**src/verilog/pms_pkg.sv**
```systemverilog
package pms_pkg;

    // Register offsets
    localparam logic [7:0] OFF_CTRL     = 8'hD2;
    localparam logic [7:0] OFF_NRM_IVL  = 8'hD3;
    localparam logic [7:0] OFF_LOW_IVL  = 8'hD4;
    localparam logic [7:0] OFF_DEEP_IVL = 8'hD5;
    localparam logic [7:0] OFF_AUTO_TMR = 8'hD6;
    localparam logic [7:0] OFF_EV_MASK  = 8'hD7;
    localparam logic [7:0] OFF_IRQ_STAT = 8'hE0;
    localparam logic [7:0] OFF_IRQ_EN   = 8'hE1;
    localparam logic [7:0] OFF_IRQ_CLR  = 8'hE2;
    localparam logic [7:0] OFF_MODE     = 8'hE3;

    // Values after reset
    localparam logic [7:0] RST_CTRL     = 8'h03;
    localparam logic [7:0] RST_NRM_IVL  = 8'h10;
    localparam logic [7:0] RST_LOW_IVL  = 8'h30;
    localparam logic [7:0] RST_DEEP_IVL = 8'h08;
    localparam logic [7:0] RST_AUTO_TMR = 8'h14;
    localparam logic [7:0] RST_EV_MASK  = 8'h00;
    localparam logic [7:0] RST_IRQ_EN   = 8'h00;

    // Control field positions
    localparam int CTRL_PULSE_SEL   = 7;
    localparam int CTRL_ALLOW_DEEP  = 6;
    localparam int CTRL_AUTO_DIS    = 5;
    localparam int CTRL_MANUAL_HI   = 4;
    localparam int CTRL_MANUAL_LO   = 3;
    localparam int CTRL_SEG_HI      = 2;
    localparam int CTRL_SEG_LO      = 0;

    // Event mask bit positions
    localparam int EV_ABSORB_STATE  = 7;
    localparam int EV_POWER_UNIT    = 6;
    localparam int EV_SYSTEM        = 5;
    localparam int EV_TEMPERATURE   = 4;
    localparam int EV_HYSTERESIS    = 3;
    localparam int EV_MAGNETIC      = 2;
    localparam int EV_ABSORPTION    = 1;
    localparam int EV_PROXIMITY     = 0;

    // Timing
    localparam int CLK_PERIOD_NS    = 40;
    localparam int MS_TIME_NS       = 1000000;
    localparam int MS_CYCLES_DEF    = MS_TIME_NS / CLK_PERIOD_NS;
    localparam int DEEP_UNIT_MS     = 16;
    localparam int AUTO_UNIT_MS     = 500;
    localparam int SHORT_IVL_MS     = 4;

    typedef enum logic [1:0] {
        PMS_NORMAL,
        PMS_LOW,
        PMS_ULTRA,
        PMS_HALT
    } pms_mode_e;

    typedef struct packed {
        logic [7:0] addr;
        logic [7:0] wdata;
        logic       wr;
        logic       rd;
    } pms_bus_s;

endpackage

```
**src/verilog/pms_sync.sv**
```systemverilog
`timescale 1ns/1ps
module pms_sync #(
    parameter int WIDTH = 1
) (
    // Clock and reset
    input  wire logic             core_clk,
    input  wire logic             rst_n,
    // Data
    input  wire logic [WIDTH-1:0] din,
    output logic      [WIDTH-1:0] dout
);
    import pms_pkg::*;

    logic [WIDTH-1:0] meta_r;

    initial begin
        if (WIDTH < 1) $error("pms_sync: WIDTH must be at least 1");
    end

    // First stage is read only by the second
    always_ff @(posedge core_clk or negedge rst_n) begin
        if (!rst_n) begin
            meta_r <= '0;
            dout   <= '0;
        end else begin
            meta_r <= din;
            dout   <= meta_r;
        end
    end

endmodule

```
**src/verilog/pms_tick.sv**
```systemverilog
`timescale 1ns/1ps
module pms_tick #(
    parameter int CYCLES = pms_pkg::MS_CYCLES_DEF
) (
    // Clock and reset
    input  wire logic core_clk,
    input  wire logic rst_n,
    // One-cycle pulse per period
    output logic      tick
);
    import pms_pkg::*;

    logic [31:0] cnt_r;

    initial begin
        if (CYCLES < 2) $error("pms_tick: CYCLES must be at least 2");
    end

    always_ff @(posedge core_clk or negedge rst_n) begin
        if (!rst_n) begin
            cnt_r <= 32'h0000_0000;
            tick  <= 1'b0;
        end else if (cnt_r == 32'(CYCLES - 1)) begin
            cnt_r <= 32'h0000_0000;
            tick  <= 1'b1;
        end else begin
            cnt_r <= cnt_r + 32'h0000_0001;
            tick  <= 1'b0;
        end
    end

endmodule

```
**src/verilog/pms_top.sv**
```systemverilog
// Our own choice: the strobed register port.
`timescale 1ns/1ps
module pms_top #(
    parameter int MS_CYCLES    = pms_pkg::MS_CYCLES_DEF,
    parameter bit BASE_VARIANT = 1'b1
) (
    // Clock and reset
    input  wire logic               core_clk,
    input  wire logic               rst_n,
    // Register port
    input  wire pms_pkg::pms_bus_s  bus,
    output logic [7:0]              reg_rdata,
    // Activity pin, event sources, pulse source
    input  wire logic               activity_pin,
    input  wire logic [7:0]         event_src,
    input  wire logic               pulse_level,
    // Scheduling
    output pms_pkg::pms_mode_e      power_mode,
    output logic                    report_tick,
    output logic                    segment_tick,
    output logic                    wake_channel_only,
    output logic                    all_channels_run,
    // Shared pin and transmit enable
    output logic                    inductive_transmit_en,
    output logic                    shared_output_pin_o,
    output logic                    shared_output_pin_oe,
    // Events and interrupt
    output logic [7:0]              event_out,
    output logic                    irq
);
    import pms_pkg::*;

    typedef struct packed {
        pms_mode_e   mode;
        logic [7:0]  ctrl;
        logic [7:0]  nrm_ivl;
        logic [7:0]  low_ivl;
        logic [7:0]  deep_ivl;
        logic [7:0]  auto_tmr;
        logic [7:0]  ev_mask;
        logic [7:0]  irq_stat;
        logic [7:0]  irq_en;
        logic [7:0]  rdata;
        logic [11:0] ivl_cnt;
        logic [16:0] idle_cnt;
        logic [8:0]  seg_cnt;
        logic        report;
        logic        seg_tick;
        logic        wake_only;
        logic        all_run;
        logic        xmit_en;
        logic        pin_o;
        logic        pin_oe;
        logic [7:0]  ev_out;
        logic        irq;
    } pms_state_s;

    initial begin
        if (MS_CYCLES < 2) $error("pms_top: MS_CYCLES must be at least 2");
    end

    // Reset release synchroniser
    logic [1:0] rst_sync_r;
    logic       rst_core_n;

    always_ff @(posedge core_clk or negedge rst_n) begin
        if (!rst_n) begin
            rst_sync_r <= 2'b00;
        end else begin
            rst_sync_r <= {rst_sync_r[0], 1'b1};
        end
    end
    assign rst_core_n = rst_sync_r[1];

    logic act_q;
    logic ms_tick;

    pms_sync #(.WIDTH(1)) u_act_sync (
        .core_clk (core_clk),
        .rst_n    (rst_core_n),
        .din      (activity_pin),
        .dout     (act_q)
    );

    pms_tick #(.CYCLES(MS_CYCLES)) u_ms_tick (
        .core_clk (core_clk),
        .rst_n    (rst_core_n),
        .tick     (ms_tick)
    );

    function automatic pms_mode_e decode_mode(input logic [1:0] code);
        case (code)
            2'b00:   decode_mode = PMS_NORMAL;
            2'b01:   decode_mode = PMS_LOW;
            2'b10:   decode_mode = PMS_ULTRA;
            default: decode_mode = PMS_HALT;
        endcase
    endfunction

    // Report interval in ms for a mode
    function automatic logic [11:0] mode_interval(input pms_mode_e m, input pms_state_s s);
        case (m)
            PMS_NORMAL: mode_interval = {4'h0, s.nrm_ivl};
            PMS_LOW:    mode_interval = {4'h0, s.low_ivl};
            PMS_ULTRA:  mode_interval = 12'(s.deep_ivl * DEEP_UNIT_MS);
            default:    mode_interval = 12'h000;
        endcase
    endfunction

    pms_state_s st_r;
    pms_state_s nxt;
    pms_mode_e  manual_mode;
    pms_mode_e  mode_new;
    logic [11:0] ivl_tgt;
    logic [16:0] auto_tgt;
    logic [8:0]  seg_lim;
    logic [7:0]  ev_raw;
    logic [7:0]  ev_pass;
    logic [7:0]  clr_bits;
    logic        pulse_on;
    logic        allow_deep;

    assign manual_mode = decode_mode(st_r.ctrl[CTRL_MANUAL_HI:CTRL_MANUAL_LO]);
    assign pulse_on    = st_r.ctrl[CTRL_PULSE_SEL];
    assign allow_deep  = st_r.ctrl[CTRL_ALLOW_DEEP];

    always_comb begin
        nxt      = st_r;
        mode_new = st_r.mode;
        ivl_tgt  = 12'h000;
        auto_tgt = 17'(st_r.auto_tmr * AUTO_UNIT_MS);
        seg_lim  = 9'(9'h002 << st_r.ctrl[CTRL_SEG_HI:CTRL_SEG_LO]);
        ev_raw   = 8'h00;
        ev_pass  = 8'h00;
        clr_bits = 8'h00;
        nxt.report   = 1'b0;
        nxt.seg_tick = 1'b0;
        nxt.rdata    = 8'h00;

        // Mode selection
        if (st_r.ctrl[CTRL_AUTO_DIS]) begin
            // Halt is left only by a host write to the control register
            mode_new     = manual_mode;
            nxt.idle_cnt = 17'h00000;
        end else if (act_q) begin
            mode_new     = PMS_NORMAL;
            nxt.idle_cnt = 17'h00000;
        end else if (ms_tick) begin
            if (st_r.idle_cnt + 17'h00001 >= auto_tgt) begin
                nxt.idle_cnt = 17'h00000;
                case (st_r.mode)
                    PMS_NORMAL: mode_new = PMS_LOW;
                    PMS_LOW:    mode_new = allow_deep ? PMS_ULTRA : PMS_LOW;
                    PMS_ULTRA:  mode_new = PMS_ULTRA;
                    default:    mode_new = PMS_NORMAL;
                endcase
            end else begin
                nxt.idle_cnt = st_r.idle_cnt + 17'h00001;
            end
        end
        // Withdrawn permission pulls auto mode back out of deepest sleep
        if (!st_r.ctrl[CTRL_AUTO_DIS] && !allow_deep && mode_new == PMS_ULTRA) begin
            mode_new = PMS_LOW;
        end
        if (BASE_VARIANT && pulse_on) begin
            mode_new = PMS_NORMAL;
        end
        nxt.mode = mode_new;

        // Report scheduling in whole ms ticks
        // Exact count here; short intervals may stretch in the converters
        ivl_tgt = mode_interval(st_r.mode, st_r);
        if (mode_new != st_r.mode) begin
            nxt.ivl_cnt = 12'h000;
            nxt.seg_cnt = 9'h000;
        end else if (ms_tick && st_r.mode != PMS_HALT) begin
            if (st_r.ivl_cnt + 12'h001 >= ivl_tgt) begin
                nxt.ivl_cnt = 12'h000;
                nxt.report  = 1'b1;
                if (st_r.mode == PMS_ULTRA) begin
                    if (st_r.seg_cnt + 9'h001 >= seg_lim) begin
                        nxt.seg_cnt  = 9'h000;
                        nxt.seg_tick = 1'b1;
                    end else begin
                        nxt.seg_cnt = st_r.seg_cnt + 9'h001;
                    end
                end
            end else begin
                nxt.ivl_cnt = st_r.ivl_cnt + 12'h001;
            end
        end
        nxt.wake_only = (mode_new == PMS_ULTRA);
        nxt.all_run   = (mode_new == PMS_NORMAL) || (mode_new == PMS_LOW);

        // Shared pin
        nxt.pin_oe = pulse_on;
        nxt.pin_o  = pulse_on & pulse_level;
        nxt.xmit_en = ~pulse_on;

        // Events; a mode change is a power-unit event
        ev_raw = event_src;
        ev_raw[EV_POWER_UNIT] = event_src[EV_POWER_UNIT] | (mode_new != st_r.mode);
        ev_pass = ev_raw & ~st_r.ev_mask;
        nxt.ev_out = ev_pass;

        // Register writes
        if (bus.wr) begin
            case (bus.addr)
                OFF_CTRL:     nxt.ctrl     = bus.wdata;
                OFF_NRM_IVL:  nxt.nrm_ivl  = bus.wdata;
                OFF_LOW_IVL:  nxt.low_ivl  = bus.wdata;
                OFF_DEEP_IVL: nxt.deep_ivl = bus.wdata;
                OFF_AUTO_TMR: nxt.auto_tmr = bus.wdata;
                OFF_EV_MASK:  nxt.ev_mask  = bus.wdata;
                OFF_IRQ_EN:   nxt.irq_en   = bus.wdata;
                OFF_IRQ_CLR:  clr_bits     = bus.wdata;
                default:      nxt.ctrl     = st_r.ctrl;
            endcase
        end
        // New events win over a clear in the same cycle
        nxt.irq_stat = (st_r.irq_stat & ~clr_bits) | ev_pass;
        nxt.irq      = |(nxt.irq_stat & nxt.irq_en);

        // Register reads, data valid the following cycle
        if (bus.rd) begin
            case (bus.addr)
                OFF_CTRL:     nxt.rdata = st_r.ctrl;
                OFF_NRM_IVL:  nxt.rdata = st_r.nrm_ivl;
                OFF_LOW_IVL:  nxt.rdata = st_r.low_ivl;
                OFF_DEEP_IVL: nxt.rdata = st_r.deep_ivl;
                OFF_AUTO_TMR: nxt.rdata = st_r.auto_tmr;
                OFF_EV_MASK:  nxt.rdata = st_r.ev_mask;
                OFF_IRQ_STAT: nxt.rdata = st_r.irq_stat;
                OFF_IRQ_EN:   nxt.rdata = st_r.irq_en;
                OFF_MODE:     nxt.rdata = {6'h00, st_r.mode};
                default:      nxt.rdata = 8'h00;
            endcase
        end
    end

    always_ff @(posedge core_clk or negedge rst_core_n) begin
        if (!rst_core_n) begin
            st_r          <= '0;
            st_r.mode     <= PMS_NORMAL;
            st_r.ctrl     <= RST_CTRL;
            st_r.nrm_ivl  <= RST_NRM_IVL;
            st_r.low_ivl  <= RST_LOW_IVL;
            st_r.deep_ivl <= RST_DEEP_IVL;
            st_r.auto_tmr <= RST_AUTO_TMR;
            st_r.ev_mask  <= RST_EV_MASK;
            st_r.irq_en   <= RST_IRQ_EN;
            st_r.all_run  <= 1'b1;
            st_r.xmit_en  <= 1'b1;
        end else begin
            st_r <= nxt;
        end
    end

    assign power_mode            = st_r.mode;
    assign reg_rdata             = st_r.rdata;
    assign report_tick           = st_r.report;
    assign segment_tick          = st_r.seg_tick;
    assign wake_channel_only     = st_r.wake_only;
    assign all_channels_run      = st_r.all_run;
    assign inductive_transmit_en = st_r.xmit_en;
    assign shared_output_pin_o   = st_r.pin_o;
    assign shared_output_pin_oe  = st_r.pin_oe;
    assign event_out             = st_r.ev_out;
    assign irq                   = st_r.irq;
endmodule

```
**config.mk**
```make
export PLATFORM = sky130hd
export DESIGN_NAME = pms_top
export DESIGN_NICKNAME = d
export VERILOG_FILES = /design/src/verilog/pms_pkg.sv /design/src/verilog/pms_sync.sv /design/src/verilog/pms_tick.sv /design/src/verilog/pms_top.sv
export SDC_FILE = /design/constraint.sdc
export NUM_CORES = 1
export LEC_CHECK = 0
export BUFFER_PORTS_ARGS = -buffer_cell sky130_fd_sc_hd__buf_2
export CORE_ASPECT_RATIO = 0.6
export CORE_UTILIZATION = 35
export CTS_CLUSTER_SIZE = 10
export DETAILED_ROUTE_END_ITERATION = 8
export PLACE_DENSITY = 0.5
export SYNTH_ARGS = -nofsm -noshare
export SYNTH_HDL_FRONTEND = slang
export SYNTH_SLANG_ARGS = --single-unit
```
**constraint.sdc**
```tcl
create_clock -name core_clk -period 14.8 [get_ports core_clk]
set_input_delay 2.22 -clock core_clk [delete_from_list [all_inputs] [get_ports core_clk]]
set_output_delay 2.22 -clock core_clk [all_outputs]
set_load 0.02 [all_outputs]
```
Word-level counts from Yosys, hierarchy flattened
Cells that the tools add are included.
- multipliers: 1
- add/sub/neg operators: 4
- order comparisons: 3
- multiplexer cells: 33
- shifts and indexed selects: 1
- equal/unequal tests: 20
- bitwise operators: 9
- reduce and logical (&&, ||, !) cells: 21
- operator list (kind ; number):
    == test 8 bit (second input constant) ; 10
    one-hot mux 8 bit (9 select lines) ; 1
    two-way mux 17 bit ; 4
    two-way mux 8 bit ; 5
    two-way mux 12 bit ; 3
    one-hot mux 12 bit (3 select lines) ; 1
    adder 32 x 1 -> 32 bit (second input constant) ; 1
    == test 32 x 15 -> 1 bit (second input constant) ; 1
    two-way mux 32 bit ; 1
    two-way mux 9 bit ; 3
    bitwise AND 8 bit ; 3
    two-way mux 11 bit ; 2
    adder 17 x 1 -> 17 bit (second input constant) ; 1
    >= comparator 17 bit ; 1
    two-way mux 2 bit ; 8
    inverter 8 bit ; 2
    multiplier 8 x 7 -> 15 bit (second input constant) ; 1
    adder 12 x 1 -> 12 bit (second input constant) ; 1
    >= comparator 12 bit ; 1
    one-hot mux 2 bit (3 select lines) ; 2
    AND reduction 2 bit ; 6
    adder 9 x 1 -> 9 bit (second input constant) ; 1
    >= comparator 9 bit ; 1
    << shifter 2 x 3 -> 9 bit (first input constant) ; 1
    other kinds (17) ; 31
- register bits: 165
- word-level logic and storage cells: 119
- input port bits: 30
- output and inout port bits: 26

Longest topological paths before layout
- depth in word-level cells: 16
- mapped depth: 26
- depth with buffers taken out: 24

Hierarchy
A second synthesis with hierarchy kept.
- cells, all modules: 1021
- area total of the unflattened synthesis: 10502.6 µm²
- by module, submodules not included (module ; sequential area each (µm²) ; area an instance (µm²) ; times used ; cells each):
    pms_top ; 3265.6 ; 8844.7 ; 1 ; 870
    pms_tick ; 825.8 ; 1607.8 ; 1 ; 149
    pms_sync ; 50.0 ; 50.0 ; 1 ; 2

Least setup slack after synthesis
OpenSTA, ideal clock, no wires.
- path kind: reg2reg
- start point: register st_r[88] in the netlist's numbering
- end point: register st_r (netlist bit irq)
- arrival time: 6.347 ns
- setup time: 0.120 ns
- setup slack: 8.333 ns
- data required time: 14.680 ns
- buffers on the path: 1
- clock period less this slack: 6.467 ns
- stages on the path, launching flop included: 26
- cells stage by stage: dfstp_2 > fa_1 > xor2_1 > ha_1 > fa_1 > inv_1 > fa_1 > inv_1 > ha_1 > o21ai_0 > a21oi_1 > o21ai_0 > a21oi_1 > o21ai_0 > or4b_2 > o311a_1 > ha_1 > nand4_1 > nor4_1 > a22oi_1 > and2_1 > buf_6 > a311oi_4 > o311ai_4 > or3b_1 > a31o_1
- RTL lines (item ; RTL line ; RTL):
    start, declared ; pms_top.sv:110 ; pms_state_s st_r;
    start signal, assigned ; pms_top.sv:255 ; st_r <= nxt;

==> impl_metrics.toml <==
[status]
status = "completed"

[cts]
clockBufferDepth = 2
post_cts_resized = 0
cts_setup_buffers = 0
cts_hold_buf = 0
numClockSinks = 165
htree_num_levels = 4
numCtsBuffers = 17
clk_pin_slew_ns = 0.08
cts_tree = "built"
clock_latency_ns = 0.46
ctsRootBufferMaster = "clkbuf_16"

[critical_path]
end_kind = "flop"
cp.arrival_ns = 7.49
worstSetupPathType = "reg2reg"
reg2regPathDepth = 25
reg2reg_from = "st_r[88]"
required_ns = 15.15
worstPathMaxFanout = 24
r2r_slack_ns = 7.65
rr_endpoint = "irq"
start_kind = "flop"

[timing]
finalCritPeriodShare_pct = 48.28
max_slew.worst_pin.slew_ns = 0.9828
finalHoldViolCount = 0
slew_headroom_pct = 34.48
clock-skew-final_ns = 0.01801
max_freq_mhz = 140.0
slew_violations = 0
min_period_ns = 7.145
grt_setup_unrepaired = "no"
whs_ns = 0.2024
finalSetupTns_ns = 0
setup-violations-final = 0

[routing]
avgRoutedWirePerCell_microns = 18.46
wl_mm = 26.40
drt_iter0_markers = 584
vias = 7401
firstDrtPassIters = 5
vias_per_cell = 5.176
drtAntennaViolNets = 0
drcViolationCount = 0

[pwr]
p_int_w = 0.0009497
p_leak_nw = 5.410
p_sw_share_pct = 36.71
pwr-share-clk_pct = 31.8
pwr-share-comb_pct = 36.3
net-switching-power_w = 0.0005508
p_per_area_mw_per_mm2 = 131.3
p_seq_share_pct = 31.9
ir_worst_vdd_mv = 0.1157

[yosys]
syn_nets = 1140
synth_seq_area_share_pct = 40.30
ys_seq_elements = 165
synth_enable_flop_cells = 0
syn-instance-count = 1011
yosysTopAreaCell = "dfrtp_1"
yosysMostFrequentCell = "dfrtp_1"
post_synth.cell_area_avg_sq_um = 10.16
async_reset_ff_share_pct = 100.0
synth_ff_type = "dfrtp_1"
syn-cell-area_sq_mm = 0.01028
synthDistinctLibCells = 73
synth_common_cells = "155 x dfrtp_1, 110 x nand2_1, 78 x ha_1, 68 x nor2_1, 52 x inv_1"
synth_area_leaders = "dfrtp_1 38%, ha_1 9.5%, mux2_2 5.6%"
yosysWarnings = 0
synth_top_area_share_pct = 37.75

[final_layout]
final_net_count = 1171
drive_above_1_share_pct = 17.82
area_delta_synth_final_pct = 11.23
diodes = 0

[floorplan]
die_area_sq_mm = 0.03007
die_w_microns = 223.2
core-area_sq_mm = 0.02883
num_rows = 48
die_h_microns = 134.7
io_pins = 56
initial_core_util_pct = 35.65

[placed_design]
place_congestion = 0.8553
hpwl_mm = 19.63
numPortBuffers = 55

[global_routing]
grt_pass1_vias = 7066
grt_max_degree = 75
grt_pass1_wl_mm = 42.32
grtUsageTotal_pct = 18.74
antenna_found_initial = 0
grt_overflow_total = 0

[hold_path]
hold_path_class = "reg2async"

[job]
drv_cap = 0
[area by class of cell]
type                    instances  area [sq um]
clock inverters                13         176.4
clock buffers                  19         442.9
well taps                     375         469.2
multi-input cells             744          5673
inverters                      52         195.2
fillers                      2871         17400
repair buffers                 62         327.8
flip-flops and latches        165          4145
[how the worst max path moves through the flow]
stage,from,to,cells after the start
floorplan,st_r[88],irq,25
global placement,st_r[88],irq,25
detailed placement,st_r[88],irq,25
CTS,st_r[88],irq,25
global route,st_r[88],irq,25
finish,st_r[88],irq,25
[layer usage]
layer | up-vias | GRT usage (%) | wire length, microns
met5 | - | 0 | 0
met4 | 0 | 4.636 | 233
met3 | 20 | 5.135 | 1489
met2 | 169 | 21.81 | 8988
met1 | 3624 | 31.72 | 15690
li1 | 3588 | - | -
[cells in the final DEF (no fill, tap or decap), types with 9 or more instances in the layout]
| cell type | instances |
|---|---|
| a21oi_1 | 45 |
| a21o_1 | 13 |
| buf_2 | 55 |
| fa_1 | 21 |
| nand2_1 | 110 |
| nand4_1 | 9 |
| clkbuf_16 | 17 |
| a22oi_1 | 10 |
| mux2_2 | 51 |
| and3_1 | 19 |
| ha_1 | 78 |
| nand3b_1 | 12 |
| nor2_1 | 68 |
| nand2b_1 | 13 |
| inv_1 | 52 |
| o21ai_0 | 48 |
| nor2b_1 | 20 |
| mux2i_1 | 16 |
| xnor2_1 | 38 |
| nand3_1 | 30 |
| dfrtp_1 | 154 |
| xor2_1 | 35 |
| dfstp_2 | 10 |
[registers in the layout (all words and copies together), names as in the netlist]
register               flops
event_out                  8
u_act_sync.meta_r          1
shared_output_pin_o        1
wake_channel_only          1
segment_tick               1
st_r                     100
reg_rdata                  8
shared_output_pin_oe       1
rst_sync_r                 2
nxt                        1
all_channels_run           1
allow_deep                 1
u_ms_tick.tick             1
u_act_sync.dout            1
report_tick                1
irq                        1
u_ms_tick.cnt_r           32
inductive_transmit_en      1
power_mode                 2
[stage by stage]
step	utilization (%)	std cells	total power, W	area [sq um]	setup WS (ns)
after floorplan	-	1011	0.0008827	10280	8.333
after global placement	37.50	1398	0.001022	10810	7.790
after detailed placement	37.50	1398	0.001027	10810	7.689
after CTS	39.65	1430	0.001514	11430	7.650
after global routing	39.65	1430	0.001606	11430	7.177
final	39.65	1430	0.001500	11430	7.655
[logic make-up after synthesis]
logic type	after synthesis	share of synthesized area, %
AO/OA/AOI/OAI	166	10.56
XOR/XNOR	73	6.222
adder cells (fa/ha/maj)	99	13.59
buffers and inverters	102	4.493
flip-flops	165	40.30
multiplexers	71	8.024
other	1	0.03649
AND/OR/NAND/NOR	334	16.78
[critical path: stages (launching register included)]
cell      delay (ns)
dfstp_2         0.62
fa_1            0.47
xor2_1          0.17
ha_1            0.30
fa_1            0.51
inv_1           0.05
fa_1            0.50
inv_1           0.04
ha_1            0.33
o21ai_0         0.12
a21oi_1         0.11
o21ai_0         0.20
a21oi_1         0.11
o21ai_0         0.25
or4b_2          0.60
o311a_1         0.15
ha_1            0.29
nand4_1         0.15
nor4_1          0.29
a22oi_1         0.12
and2_1          0.29
a311oi_4        0.38
o311ai_4        0.11
buf_4           0.26
or3b_1          0.38
a31o_1          0.21
[power groups by stage]
stage                     combinational (W)  clock [W]  sequential (W)
final                              0.000545   0.000477        0.000478
after detailed placement           0.000540          0        0.000487
after global routing               0.000620   0.000506        0.000480
after CTS                          0.000545   0.000491        0.000478
after floorplan                    0.000397          0        0.000486
after global placement             0.000536          0        0.000486
Power figures use the tool's default switching activity.
